## src/bfw_pkg.sv

```systemverilog
package bfw_pkg;

    // register indices; byte address on APB is four times the index
    localparam int unsigned    IDX_W           = 10;
    localparam logic [IDX_W-1:0] IO_BASE_IDX   = 10'h01c;
    localparam logic [IDX_W-1:0] IO_LIMIT_IDX  = 10'h01d;
    localparam logic [IDX_W-1:0] NP_BASE_IDX   = 10'h020;
    localparam logic [IDX_W-1:0] NP_LIMIT_IDX  = 10'h022;
    localparam logic [IDX_W-1:0] PM_BASE_IDX   = 10'h024;
    localparam logic [IDX_W-1:0] PM_LIMIT_IDX  = 10'h026;
    localparam logic [IDX_W-1:0] PM_BASEU_IDX  = 10'h028;
    localparam logic [IDX_W-1:0] PM_LIMITU_IDX = 10'h02c;
    localparam logic [IDX_W-1:0] IO_BASEU_IDX  = 10'h030;
    localparam logic [IDX_W-1:0] IO_LIMITU_IDX = 10'h032;

    // field positions
    localparam int unsigned    CAP_BIT         = 0;
    localparam int unsigned    FIELD_LSB       = 4;
    localparam int unsigned    MEM_FIELD_MSB   = 15;
    localparam int unsigned    IO_FIELD_MSB    = 7;

    // reset values
    localparam logic           IO_CAP_RST      = 1'b1;
    localparam logic [3:0]     IO_BASE_RST     = 4'hf;
    localparam logic [3:0]     IO_LIMIT_RST    = 4'h0;
    localparam logic [11:0]    NP_BASE_RST     = 12'h000;
    localparam logic [11:0]    NP_LIMIT_RST    = 12'h000;
    localparam logic           PM_CAP_RST      = 1'b1;
    localparam logic [11:0]    PM_BASE_RST     = 12'hfff;
    localparam logic [11:0]    PM_LIMIT_RST    = 12'h000;
    localparam logic [31:0]    PM_BASEU_RST    = 32'hffffffff;
    localparam logic [31:0]    PM_LIMITU_RST   = 32'h00000000;
    localparam logic [15:0]    IO_BASEU_RST    = 16'hffff;
    localparam logic [15:0]    IO_LIMITU_RST   = 16'h0000;

    // implied low address bits of a window
    localparam logic [19:0]    MEM_LOW_ONES    = 20'hfffff;
    localparam logic [19:0]    MEM_LOW_ZEROS   = 20'h00000;
    localparam logic [11:0]    IO_LOW_ONES     = 12'hfff;
    localparam logic [11:0]    IO_LOW_ZEROS    = 12'h000;

endpackage

```

## src/bfw_cfg_if.sv

```systemverilog
`timescale 1ns/10ps
interface bfw_cfg_if;
    logic                       wr_en;
    logic [bfw_pkg::IDX_W-1:0]  idx;
    logic [31:0]                wdata;
    logic [3:0]                 strb;
    logic [31:0]                rdata;
    logic                       mapped;

    modport front (
        output wr_en,
        output idx,
        output wdata,
        output strb,
        input  rdata,
        input  mapped
    );
    modport core (
        input  wr_en,
        input  idx,
        input  wdata,
        input  strb,
        output rdata,
        output mapped
    );
endinterface // bfw_cfg_if

```

## src/bfw_apb_slave.sv

```systemverilog
`timescale 1ns/10ps
module bfw_apb_slave #(
    parameter int unsigned AW = 12
) (
    input  wire logic          clk_i,
    input  wire logic          rst_i,
    input  wire logic          psel_i,
    input  wire logic          penable_i,
    input  wire logic          pwrite_i,
    input  wire logic [AW-1:0] paddr_i,
    input  wire logic [31:0]   pwdata_i,
    input  wire logic [3:0]    pstrb_i,
    output logic      [31:0]   prdata_o,
    output logic               pready_o,
    output logic               pslverr_o,
    bfw_cfg_if.front           cfg
);
    import bfw_pkg::*;

    logic        setup;
    logic        pready_q;
    logic        pslverr_q;
    logic [31:0] prdata_q;

    assign setup     = psel_i & ~penable_i;
    assign cfg.idx   = paddr_i[AW-1:2];
    assign cfg.wdata = pwdata_i;
    assign cfg.strb  = pstrb_i;
    // the write lands on the very edge where the master sees pready high
    assign cfg.wr_en = psel_i & penable_i & pwrite_i & pready_q;

    // no wait states: answer is always in the first access cycle
    always_ff @(posedge clk_i) begin
        if (rst_i) begin
            pready_q <= 1'b0;
        end else begin
            pready_q <= setup;
        end
    end

    always_ff @(posedge clk_i) begin
        if (rst_i) begin
            pslverr_q <= 1'b0;
        end else if (setup) begin
            pslverr_q <= ~cfg.mapped;
        end else begin
            pslverr_q <= 1'b0;
        end
    end

    // read data captured in setup so the access phase sees it from a flop
    always_ff @(posedge clk_i) begin
        if (rst_i) begin
            prdata_q <= 32'h00000000;
        end else if (setup) begin
            prdata_q <= (!pwrite_i && cfg.mapped) ? cfg.rdata : 32'h00000000;
        end
    end

    assign prdata_o  = prdata_q;
    assign pready_o  = pready_q;
    assign pslverr_o = pslverr_q;

endmodule // bfw_apb_slave

```

## src/bfw_window.sv

```systemverilog
`timescale 1ns/10ps
module bfw_window #(
    parameter int unsigned AW = 32
) (
    input  wire logic          clk_i,
    input  wire logic          rst_i,
    input  wire logic [AW-1:0] base_i,
    input  wire logic [AW-1:0] limit_i,
    input  wire logic [AW-1:0] addr_i,
    output logic               hit_o
);
    logic hit_q;

    // inclusive on both ends; base above limit gives an empty window
    always_ff @(posedge clk_i) begin
        if (rst_i) begin
            hit_q <= 1'b0;
        end else begin
            hit_q <= (addr_i >= base_i) && (addr_i <= limit_i);
        end
    end

    assign hit_o = hit_q;

endmodule // bfw_window

```

## src/bfw_bridge_window_regs.sv

```systemverilog
// Operation
// - non-prefetch limit field, low twenty bits ones
// - non-prefetch base/limit decide memory forwarding
// - non-prefetch base field, 1MB aligned
// - prefetch 64-bit capability bit, resets one
// - prefetch limit bit0 mirrors capability, read-only
// - prefetch base field resets to 0xfff
// - prefetch limit field resets zero, low ones
// - prefetch window uses base, limit, uppers
// - base upper zero, write-ignored without capability
// - limit upper resets zero, capability gated
// - I/O base upper resets 0xffff, gated
// - I/O limit upper resets zero, gated
// - I/O capability selects 16 or 32 bit
`timescale 1ns/10ps
module bfw_bridge_window_regs #(
    parameter int unsigned AW = 12
) (
    input  wire logic          clk_i,
    input  wire logic          rst_i,
    input  wire logic          psel_i,
    input  wire logic          penable_i,
    input  wire logic          pwrite_i,
    input  wire logic [AW-1:0] paddr_i,
    input  wire logic [31:0]   pwdata_i,
    input  wire logic [3:0]    pstrb_i,
    output logic      [31:0]   prdata_o,
    output logic               pready_o,
    output logic               pslverr_o,
    input  wire logic [31:0]   np_addr_i,
    input  wire logic [63:0]   pref_addr_i,
    input  wire logic [31:0]   io_addr_i,
    output logic               np_hit_o,
    output logic               pref_hit_o,
    output logic               io_hit_o,
    output logic               pref_addr64_capable_o,
    output logic               io_addr32_capable_o
);
    import bfw_pkg::*;

    bfw_cfg_if cfg ();

    logic        io_addr32_capable_q;
    logic [3:0]  io_window_base_q;
    logic [3:0]  io_window_limit_q;
    logic [11:0] nonpref_mem_base_q;
    logic [11:0] nonpref_mem_limit_q;
    logic        pref_addr64_capable_q;
    logic [11:0] pref_mem_base_q;
    logic [11:0] pref_mem_limit_q;
    logic [31:0] pref_mem_base_upper_q;
    logic [31:0] pref_mem_limit_upper_q;
    logic [15:0] io_base_upper_q;
    logic [15:0] io_limit_upper_q;

    logic        wr_lane0;
    logic        wr_lane1;
    logic [31:0] rdata_d;
    logic        mapped_d;

    bfw_apb_slave #(
        .AW        (AW)
    ) u_apb (
        .clk_i     (clk_i),
        .rst_i     (rst_i),
        .psel_i    (psel_i),
        .penable_i (penable_i),
        .pwrite_i  (pwrite_i),
        .paddr_i   (paddr_i),
        .pwdata_i  (pwdata_i),
        .pstrb_i   (pstrb_i),
        .prdata_o  (prdata_o),
        .pready_o  (pready_o),
        .pslverr_o (pslverr_o),
        .cfg       (cfg.front)
    );

    assign wr_lane0 = cfg.wr_en & cfg.strb[0];
    assign wr_lane1 = cfg.wr_en & cfg.strb[1];

    // I/O base: capability bit and 4KB-aligned base nibble
    // io capability
    always_ff @(posedge clk_i) begin
        if (rst_i) begin
            io_addr32_capable_q <= IO_CAP_RST;
            io_window_base_q    <= IO_BASE_RST;
        end else if (wr_lane0 && cfg.idx == IO_BASE_IDX) begin
            io_addr32_capable_q <= cfg.wdata[CAP_BIT];
            io_window_base_q    <= cfg.wdata[IO_FIELD_MSB:FIELD_LSB];
        end
    end

    always_ff @(posedge clk_i) begin
        if (rst_i) begin
            io_window_limit_q <= IO_LIMIT_RST;
        end else if (wr_lane0 && cfg.idx == IO_LIMIT_IDX) begin
            io_window_limit_q <= cfg.wdata[IO_FIELD_MSB:FIELD_LSB];
        end
    end

    always_ff @(posedge clk_i) begin
        if (rst_i) begin
            nonpref_mem_base_q <= NP_BASE_RST;
        end else if (cfg.idx == NP_BASE_IDX) begin
            if (wr_lane0) begin
                nonpref_mem_base_q[3:0] <= cfg.wdata[7:FIELD_LSB];
            end
            if (wr_lane1) begin
                nonpref_mem_base_q[11:4] <= cfg.wdata[MEM_FIELD_MSB:8];
            end
        end
    end

    always_ff @(posedge clk_i) begin
        if (rst_i) begin
            nonpref_mem_limit_q <= NP_LIMIT_RST;
        end else if (cfg.idx == NP_LIMIT_IDX) begin
            if (wr_lane0) begin
                nonpref_mem_limit_q[3:0] <= cfg.wdata[7:FIELD_LSB];
            end
            if (wr_lane1) begin
                nonpref_mem_limit_q[11:4] <= cfg.wdata[MEM_FIELD_MSB:8];
            end
        end
    end

    always_ff @(posedge clk_i) begin
        if (rst_i) begin
            pref_addr64_capable_q <= PM_CAP_RST;
        end else if (wr_lane0 && cfg.idx == PM_BASE_IDX) begin
            pref_addr64_capable_q <= cfg.wdata[CAP_BIT];
        end
    end

    always_ff @(posedge clk_i) begin
        if (rst_i) begin
            pref_mem_base_q <= PM_BASE_RST;
        end else if (cfg.idx == PM_BASE_IDX) begin
            if (wr_lane0) begin
                pref_mem_base_q[3:0] <= cfg.wdata[7:FIELD_LSB];
            end
            if (wr_lane1) begin
                pref_mem_base_q[11:4] <= cfg.wdata[MEM_FIELD_MSB:8];
            end
        end
    end

    always_ff @(posedge clk_i) begin
        if (rst_i) begin
            pref_mem_limit_q <= PM_LIMIT_RST;
        end else if (cfg.idx == PM_LIMIT_IDX) begin
            if (wr_lane0) begin
                pref_mem_limit_q[3:0] <= cfg.wdata[7:FIELD_LSB];
            end
            if (wr_lane1) begin
                pref_mem_limit_q[11:4] <= cfg.wdata[MEM_FIELD_MSB:8];
            end
        end
    end

    // upper registers: writes dropped while the wider mode is off, so
    // re-enabling the capability brings back the last value written with it on
    for (genvar lane = 0; lane < 4; lane++) begin : g_pm_upper
        always_ff @(posedge clk_i) begin
            if (rst_i) begin
                pref_mem_base_upper_q[lane*8 +: 8] <= PM_BASEU_RST[lane*8 +: 8];
            end else if (cfg.wr_en && cfg.strb[lane] && pref_addr64_capable_q &&
                         cfg.idx == PM_BASEU_IDX) begin
                pref_mem_base_upper_q[lane*8 +: 8] <= cfg.wdata[lane*8 +: 8];
            end
        end
        always_ff @(posedge clk_i) begin
            if (rst_i) begin
                pref_mem_limit_upper_q[lane*8 +: 8] <= PM_LIMITU_RST[lane*8 +: 8];
            end else if (cfg.wr_en && cfg.strb[lane] && pref_addr64_capable_q &&
                         cfg.idx == PM_LIMITU_IDX) begin
                pref_mem_limit_upper_q[lane*8 +: 8] <= cfg.wdata[lane*8 +: 8];
            end
        end
    end

    for (genvar lane = 0; lane < 2; lane++) begin : g_io_upper
        always_ff @(posedge clk_i) begin
            if (rst_i) begin
                io_base_upper_q[lane*8 +: 8] <= IO_BASEU_RST[lane*8 +: 8];
            end else if (cfg.wr_en && cfg.strb[lane] && io_addr32_capable_q &&
                         cfg.idx == IO_BASEU_IDX) begin
                io_base_upper_q[lane*8 +: 8] <= cfg.wdata[lane*8 +: 8];
            end
        end
        always_ff @(posedge clk_i) begin
            if (rst_i) begin
                io_limit_upper_q[lane*8 +: 8] <= IO_LIMITU_RST[lane*8 +: 8];
            end else if (cfg.wr_en && cfg.strb[lane] && io_addr32_capable_q &&
                         cfg.idx == IO_LIMITU_IDX) begin
                io_limit_upper_q[lane*8 +: 8] <= cfg.wdata[lane*8 +: 8];
            end
        end
    end

    // read mux; reserved bits and unmapped words read zero
    always_comb begin
        rdata_d  = 32'h00000000;
        mapped_d = 1'b1;
        case (cfg.idx)
            IO_BASE_IDX: begin
                rdata_d[CAP_BIT]                  = io_addr32_capable_q;
                rdata_d[IO_FIELD_MSB:FIELD_LSB]   = io_window_base_q;
            end
            IO_LIMIT_IDX: begin
                rdata_d[CAP_BIT]                  = io_addr32_capable_q;
                rdata_d[IO_FIELD_MSB:FIELD_LSB]   = io_window_limit_q;
            end
            NP_BASE_IDX: begin
                rdata_d[MEM_FIELD_MSB:FIELD_LSB]  = nonpref_mem_base_q;
            end
            NP_LIMIT_IDX: begin
                rdata_d[MEM_FIELD_MSB:FIELD_LSB]  = nonpref_mem_limit_q;
            end
            PM_BASE_IDX: begin
                rdata_d[CAP_BIT]                  = pref_addr64_capable_q;
                rdata_d[MEM_FIELD_MSB:FIELD_LSB]  = pref_mem_base_q;
            end
            PM_LIMIT_IDX: begin
                rdata_d[CAP_BIT]                  = pref_addr64_capable_q;
                rdata_d[MEM_FIELD_MSB:FIELD_LSB]  = pref_mem_limit_q;
            end
            PM_BASEU_IDX: begin
                rdata_d = pref_addr64_capable_q ? pref_mem_base_upper_q : 32'h00000000;
            end
            PM_LIMITU_IDX: begin
                rdata_d = pref_addr64_capable_q ? pref_mem_limit_upper_q : 32'h00000000;
            end
            IO_BASEU_IDX: begin
                rdata_d[15:0] = io_addr32_capable_q ? io_base_upper_q : 16'h0000;
            end
            IO_LIMITU_IDX: begin
                rdata_d[15:0] = io_addr32_capable_q ? io_limit_upper_q : 16'h0000;
            end
            default: begin
                mapped_d = 1'b0;
            end
        endcase
    end

    assign cfg.rdata  = rdata_d;
    assign cfg.mapped = mapped_d;

    // assembled windows; upper halves forced to zero in the narrow modes
    logic [31:0] np_base;
    logic [31:0] np_limit;
    logic [63:0] pm_base;
    logic [63:0] pm_limit;
    logic [31:0] io_base;
    logic [31:0] io_limit;
    logic [31:0] pm_base_hi;
    logic [31:0] pm_limit_hi;
    logic [15:0] io_base_hi;
    logic [15:0] io_limit_hi;

    assign np_base     = {nonpref_mem_base_q, MEM_LOW_ZEROS};
    assign np_limit    = {nonpref_mem_limit_q, MEM_LOW_ONES};
    assign pm_base_hi  = pref_addr64_capable_q ? pref_mem_base_upper_q : 32'h00000000;
    assign pm_limit_hi = pref_addr64_capable_q ? pref_mem_limit_upper_q : 32'h00000000;
    assign pm_base     = {pm_base_hi, pref_mem_base_q, MEM_LOW_ZEROS};
    assign pm_limit    = {pm_limit_hi, pref_mem_limit_q, MEM_LOW_ONES};
    assign io_base_hi  = io_addr32_capable_q ? io_base_upper_q : 16'h0000;
    assign io_limit_hi = io_addr32_capable_q ? io_limit_upper_q : 16'h0000;
    assign io_base     = {io_base_hi, io_window_base_q, IO_LOW_ZEROS};
    assign io_limit    = {io_limit_hi, io_window_limit_q, IO_LOW_ONES};

    bfw_window #(
        .AW      (32)
    ) u_np_win (
        .clk_i   (clk_i),
        .rst_i   (rst_i),
        .base_i  (np_base),
        .limit_i (np_limit),
        .addr_i  (np_addr_i),
        .hit_o   (np_hit_o)
    );

    bfw_window #(
        .AW      (64)
    ) u_pm_win (
        .clk_i   (clk_i),
        .rst_i   (rst_i),
        .base_i  (pm_base),
        .limit_i (pm_limit),
        .addr_i  (pref_addr_i),
        .hit_o   (pref_hit_o)
    );

    bfw_window #(
        .AW      (32)
    ) u_io_win (
        .clk_i   (clk_i),
        .rst_i   (rst_i),
        .base_i  (io_base),
        .limit_i (io_limit),
        .addr_i  (io_addr_i),
        .hit_o   (io_hit_o)
    );

    assign pref_addr64_capable_o = pref_addr64_capable_q;
    assign io_addr32_capable_o   = io_addr32_capable_q;

endmodule // bfw_bridge_window_regs

```

## config.mk

```make
export PLATFORM = sky130hd
export DESIGN_NAME = bfw_bridge_window_regs
export DESIGN_NICKNAME = d
export VERILOG_FILES = /design/src/bfw_pkg.sv /design/src/bfw_cfg_if.sv /design/src/bfw_apb_slave.sv /design/src/bfw_window.sv /design/src/bfw_bridge_window_regs.sv
export SDC_FILE = /design/constraint.sdc
export NUM_CORES = 1
export LEC_CHECK = 0
export BUFFER_PORTS_ARGS = -buffer_cell sky130_fd_sc_hd__buf_4
export CAP_MARGIN = 20
export CORE_ASPECT_RATIO = 0.75
export CORE_UTILIZATION = 60
export CTS_CLUSTER_SIZE = 30
export DETAILED_ROUTE_END_ITERATION = 8
export HOLD_SLACK_MARGIN = 0.02
export PLACE_DENSITY_LB_ADDON = 0.25
export SYNTH_ARGS = -nofsm -noshare
export SYNTH_HDL_FRONTEND = slang
export SYNTH_SLANG_ARGS = --single-unit
```

## constraint.sdc

```tcl
create_clock -name clk_i -period 4.4 [get_ports clk_i]
set_input_delay 0.22 -clock clk_i [delete_from_list [all_inputs] [get_ports clk_i]]
set_output_delay 0.22 -clock clk_i [all_outputs]
set_load 0.02 [all_outputs]
```

==> results of run 1 <==
cell type report:
type | count | share of cell area, %
repair buffers | 235 | 12.6
inverters | 81 | 2.14
clock inverters | 10 | 0.556
clock buffers | 21 | 3.32
flip-flops and latches | 191 | 27.0
multi-input cells | 1085 | 52.2
well taps | 253 | 2.23
critical path, cell delays in order, from the launching register on:
cell and delay [ns]:
dfxtp_2 0.83, buf_4 0.44, nand2_1 0.10, ha_1 0.32
a21oi_1 0.19, o21ai_0 0.19, a221o_1 0.36, a211oi_1 0.20
o211ai_1 0.12, a22oi_1 0.20
state kept, by name (all words and copies together), names as in the netlist, 4 cells and up:
register and cells:
io_base_upper_q 16, io_limit_upper_q 16, io_window_base_q 4, io_window_limit_q 4
nonpref_mem_base_q 12, nonpref_mem_limit_q 12, pref_mem_base_q 12, pref_mem_base_upper_q 32
pref_mem_limit_q 12, pref_mem_limit_upper_q 32, u_apb.prdata_o 32
metal layers:
layer  part of all wire [%]  vias up  track usage, %  routed length [microns]
li1                       -     5564               -                        -
met5                      0        -               0                        0
met4                    1.9        0            10.4                      707
met3                     11       67            6.96                     4150
met2                     44      666            51.7                    16000
met1                     43     5485            50.3                    15700
kinds of logic (layout without fill, tap and decap cells):
logic type | Yosys count | count (layout) | share of synthesized area (%)
compound gates | 330 | 330 | 19.0
mux | 46 | 46 | 3.85
flops | 191 | 191 | 31.9
fa+ha+maj | 152 | 152 | 15.9
simple gates | 557 | 557 | 23.0
buf+inv | 173 | 347 | 6.37
power by group through the flow:
stage          sequential [mW]  clock [mW]  combinational, mW
6_report                  1.73        1.49              0.391
5_1_grt                   1.73        1.56              0.427
4_1_cts                   1.73        1.48              0.380
2_1_floorplan             1.77           0              0.164
3_5_place_dp              1.77           0              0.375
3_3_place_gp              1.77           0              0.362
cells in the final DEF, fill, tap and decap left out, types with 20 or more instances in the layout:
cell type	count
nor2_1	73
a21oi_1	90
nand3b_1	26
buf_4	231
nand4_1	45
and3_1	20
inv_1	81
a21o_1	52
nor4_1	20
dfxtp_1	190
a22oi_1	56
ha_1	152
a211o_1	42
o21ai_0	33
nand2_1	251
mux2i_1	45
nand3_1	60
Yosys cell counts, types with 42 or more instances:
cell type,number
nand3_1,60
a211o_1,42
a22oi_1,56
a21o_1,52
a21oi_1,91
nor2_1,74
nand4_1,45
nand2_1,251
ha_1,152
dfxtp_1,191
clkbuf_1,49
mux2i_1,45
inv_1,81
what timing repair did:
action                                  4_1_cts  5_1_grt
hold endpoints to repair                      1        1
hold buffers                                  1        1
endpoints found under the setup margin        0        0
worst paths after layout:
path	to	slack [ns]
setup / recovery	u_pm_win.hit_o	1.37
hold reg to reg	u_apb.prdata_o[17]	0.46
hold / removal	pref_mem_limit_upper_q[27]	0.02
setup reg to reg	u_pm_win.hit_o	1.37
==> metrics.txt, run 1 <==
run status=finished clean; Clock Tree Buf Depth=2; io pins=220; Seq pwr share=47.9%; Starting Density=61.6%; Syn. warnings=0; grt ovf=0; Min Hold Slack=0.0226 ns; first-pass GRT wire length=56100 microns; Final Non-Filler Cells=1876; Cell Pwr Density=254 nW/um^2; Die Footprint=20500 sq um; Reg2Reg Launch Point=pref_addr64_capable_o; Pleak=6.51 nW; Synth area leaders=dfxtp_1 32%, ha_1 16%, nand2_1 7.9%; final WL=36500 microns; Hold Path Stages=3; Worst Tran Pin Value=1.02 ns; asr flop ratio synth=0%; worst setup margin=1.37 ns; hpwl dp=27300 microns; RSZ-0062 raised after global routing=no; All-Layer GR Usage=34.8%; DR vias/cell=6.28; Post-Synthesis Cells=1449; total negative slack=0 ns; final hold vios=0; worst slack, placed=1.47 ns; CP Max Fanout=43; Psw=914 uW; Rows=44; CORE AREA=19400 sq um; DIE HEIGHT=124 microns; post_cts resized=0; Reg2Reg Depth=9; Root Buffer Master=clkbuf_16; Netlist cell types=61; Avg Cell Area, Syn=8.27 sq um; Clock Sinks=191; PnR Total Power=3.61 mW; Remaining DRCs=0; post-route clock period utilization=68.9%; Comb power frac=10.8%; share of layout cells above drive strength 1=17.3%; cell internal pwr=2.69 mW; Synth Register Bits=191; worst-skew pair later-pin latency=0.44 ns; antenna violations before repair=0; Req. time, crit path=4.76 ns; Horiz. Die Dim=165 microns; TritonRoute pass-1 iters=6; fin crit period=3.03 ns; synthesized cell area=12000 sq um; antenna-violating nets left=0; endpoints failing setup=0; Multi-input gate area=7400 sq um; via count=11782; crit path from=pref_addr64_capable_o; clock network power share=41.2%; register area=3820 sq um; Worst Skew=0.0113 ns; gpl congestion=0.917; register area share after synthesis=31.9%; IR drop worst, VDD=0.000224 V; crit path capture type=register; CTS Buf Count=17; Post-synth EDFFs=0; Worst Path Arrival=3.39 ns; post-CTS setup buffers=0; PortBufs=217; HP Start=pwdata_i[27]; Post-Place Cell Area=13600 sq um; Final Slew Violations=0; H-tree level count=4; Slew HR=32.0%; drt wl/cell=19.4 microns; max cap viols=0; Synth top area share=31.9%; Iter 0 DRT Violations=1413; post-synthesis net count=1782; Synth-to-Final Area Change=18.4%; Nets=1944; kind of critical path=register to register; switching part of the total=25.3%; vias in the first global route=10913; Synth area leader=dfxtp_1; Post-synth top flop=dfxtp_1; n_diodes=0; fillers=1497; placed insts=1841; Max Clock Freq=330 MHz; final core occ=73.0%; Final Instance Area=14200 sq um; pin count of the biggest net entering global routing=125; CTS tree=done; clock-pin slew on the worst setup and hold paths=0.07 ns; Hold WC Path Type=input pin to register; Startpoint Class=register
Note: power is estimated with default switching activity, not from simulation.
==> run 2, diff against run 1 <==
--- a/config.mk
+++ b/config.mk
@@ -8,7 +8,7 @@
 export BUFFER_PORTS_ARGS = -buffer_cell sky130_fd_sc_hd__buf_4
 export CAP_MARGIN = 20
 export CORE_ASPECT_RATIO = 0.75
-export CORE_UTILIZATION = 60
+export CORE_UTILIZATION = 51
 export CTS_CLUSTER_SIZE = 30
 export DETAILED_ROUTE_END_ITERATION = 8
 export HOLD_SLACK_MARGIN = 0.02
==> constraint.sdc (replaced) <==
create_clock -name clk_i -period 2.7 [get_ports clk_i]
set_input_delay 0.135 -clock clk_i [delete_from_list [all_inputs] [get_ports clk_i]]
set_output_delay 0.135 -clock clk_i [all_outputs]
set_load 0.02 [all_outputs]
==> metrics.txt, run 2 (synthesis results as in run 1) <==
routed length on met2=15900 microns (-0.40%); Root Buffer Master=clkbuf_16; TritonRoute pass-1 iters=5 (-1); antenna violations before repair=0 (unchanged); final WL=37100 microns (+1.8%); CORE AREA=23000 sq um (+18%); most common cell after layout, fill and taps aside=nand2_1; Startpoint Class=register; Horiz. Die Dim=179 microns (+8.4%); Worst Tran Pin Value=0.744 ns (-0.276 ns); post-route clock period utilization=90.3% (+21 points); CTS Buf Count=17 (unchanged); final core occ=63.8% (-9.2 points); CP Max Fanout=25 (-42%); Worst Skew=0.00933 ns (-0.00193 ns); highest routed layer=met4; antenna-violating nets left=0 (unchanged); met3 wire length=3290 microns (-21%); clock-pin slew on the worst setup and hold paths=0.07 ns (about the same); Synth-to-Final Area Change=22.6%; gpl congestion=0.906 (-1.2%); hpwl dp=28600 microns (+4.9%); Iter 0 DRT Violations=1157 (-18%); commonest cells after routing, fill and taps aside=251 x nand2_1, 244 x buf_4, 190 x dfxtp_1; pin count of the biggest net entering global routing=76 (-39%); run status=finished clean; worst-skew pair later-pin latency=0.44 ns (about the same); drt wl/cell=18.9 microns (-2.9%); PnR Total Power=6.01 mW (+66%); grt ovf=0 (unchanged); HP Start=pwdata_i[7]; crit path from=pref_addr64_capable_o; RSZ-0062 raised after global routing=no; share of layout cells above drive strength 1=17.9% (+0.63 points); DIE HEIGHT=135 microns (+8.3%); final hold vios=0 (unchanged); Post-Route M1 WL=17400 microns (+11%); Nets=1986 (+2.2%); total negative slack=0 ns (unchanged); post-CTS setup buffers=0 (unchanged); Worst Path Arrival=2.80 ns (-0.59 ns); Rows=48 (+9.1%); io pins=220 (unchanged); n_diodes=0 (unchanged); fin crit period=2.44 ns (-0.592 ns); Pleak=6.72 nW (+3.3%); Reg2Reg Launch Point=pref_addr64_capable_o; kind of critical path=register to register; Hold WC Path Type=input pin to register; crit path capture type=register; Cell Pwr Density=409 nW/um^2 (+61%); worst slack, placed=0.207 ns (-1.27 ns); PortBufs=217 (unchanged); Clock Tree Buf Depth=2 (unchanged); Max Clock Freq=410 MHz (+24%); first-pass GRT wire length=57600 microns (+2.6%); worst setup margin=0.261 ns (-1.11 ns); CTS tree=done; via count=11761 (-0.18%); Final Slew Violations=0 (unchanged); DR vias/cell=5.98 (-4.7%); Starting Density=52.1% (-9.6 points); Slew HR=50.4% (+18 points); vias in the first global route=10976 (+0.58%); IR drop worst, VDD=0.000412 V (+84%); Remaining DRCs=0 (unchanged); All-Layer GR Usage=30.7% (-4.1 points); H-tree level count=4 (unchanged); Clock Sinks=191 (unchanged); Req. time, crit path=3.06 ns (-1.70 ns); max cap viols=0 (unchanged); endpoints failing setup=0 (unchanged); Die Footprint=24100 sq um (+17%)
==> run 2: worst paths after layout <==
kind                         endpoint  slack [ns]  depth (start not counted)
setup / recovery       u_pm_win.hit_o        0.26                          8
setup reg to reg       u_pm_win.hit_o        0.26                          8
hold reg to reg    u_apb.prdata_o[28]        0.46                          2
hold / removal    io_window_base_q[3]        0.04                          2
==> run 2: worst max-delay path, cell delays in order (launching register included) <==
cell,delay [ns]
dfxtp_4,0.45
buf_12,0.19
nand2_1,0.08
ha_1,0.31
nand4_1,0.19
or4_1,0.59
nor4_1,0.28
a21oi_1,0.07
a22oi_1,0.19
==> run 2: area by class of cell <==
type                       instances  area [sq um]
timing repair buffer             277          2210
sequential                       191          3830
fill                            1963          8320
inverter                          81           304
tap                              300           375
clock buffer                      17           425
multi-input combinational       1085          7400
clock inverter                    15           148
==> run 2: timing repair <==
action                                 in CTS  in global routing
setup endpoints to repair                   0                  1
hold buffers                               29                  0
endpoints found under the hold margin      57                  0
resized for setup                           0                  1
==> run 2: metal layers <==
metal / up-vias / global-route usage [%]
met1: 5521 / 45.6
met4: 0 / 6.92
met2: 546 / 45.7
met3: 43 / 5.46
met5: - / 0
li1: 5651 / -
==> run 2: where the power goes <==
part	switching [mW]	internal (mW)	total, mW
Clock	1.22	1.30	2.52
Combinational	0.335	0.335	0.670
Sequential	0.000585	2.81	2.82
Total	1.55	4.45	6.01
==> run 2: metrics by stage <==
| stage | std cells | hold slack, ns | area [sq um] |
|---|---|---|---|
| global route | 1966 | 0.0261 | 14700 |
| global placement | 1904 | 0.376 | 13800 |
| CTS | 1965 | 0.0241 | 14700 |
| detailed placement | 1904 | 0.384 | 13800 |
| floorplan | 1449 | 0.253 | 12000 |
| finish | 1966 | 0.0398 | 14700 |
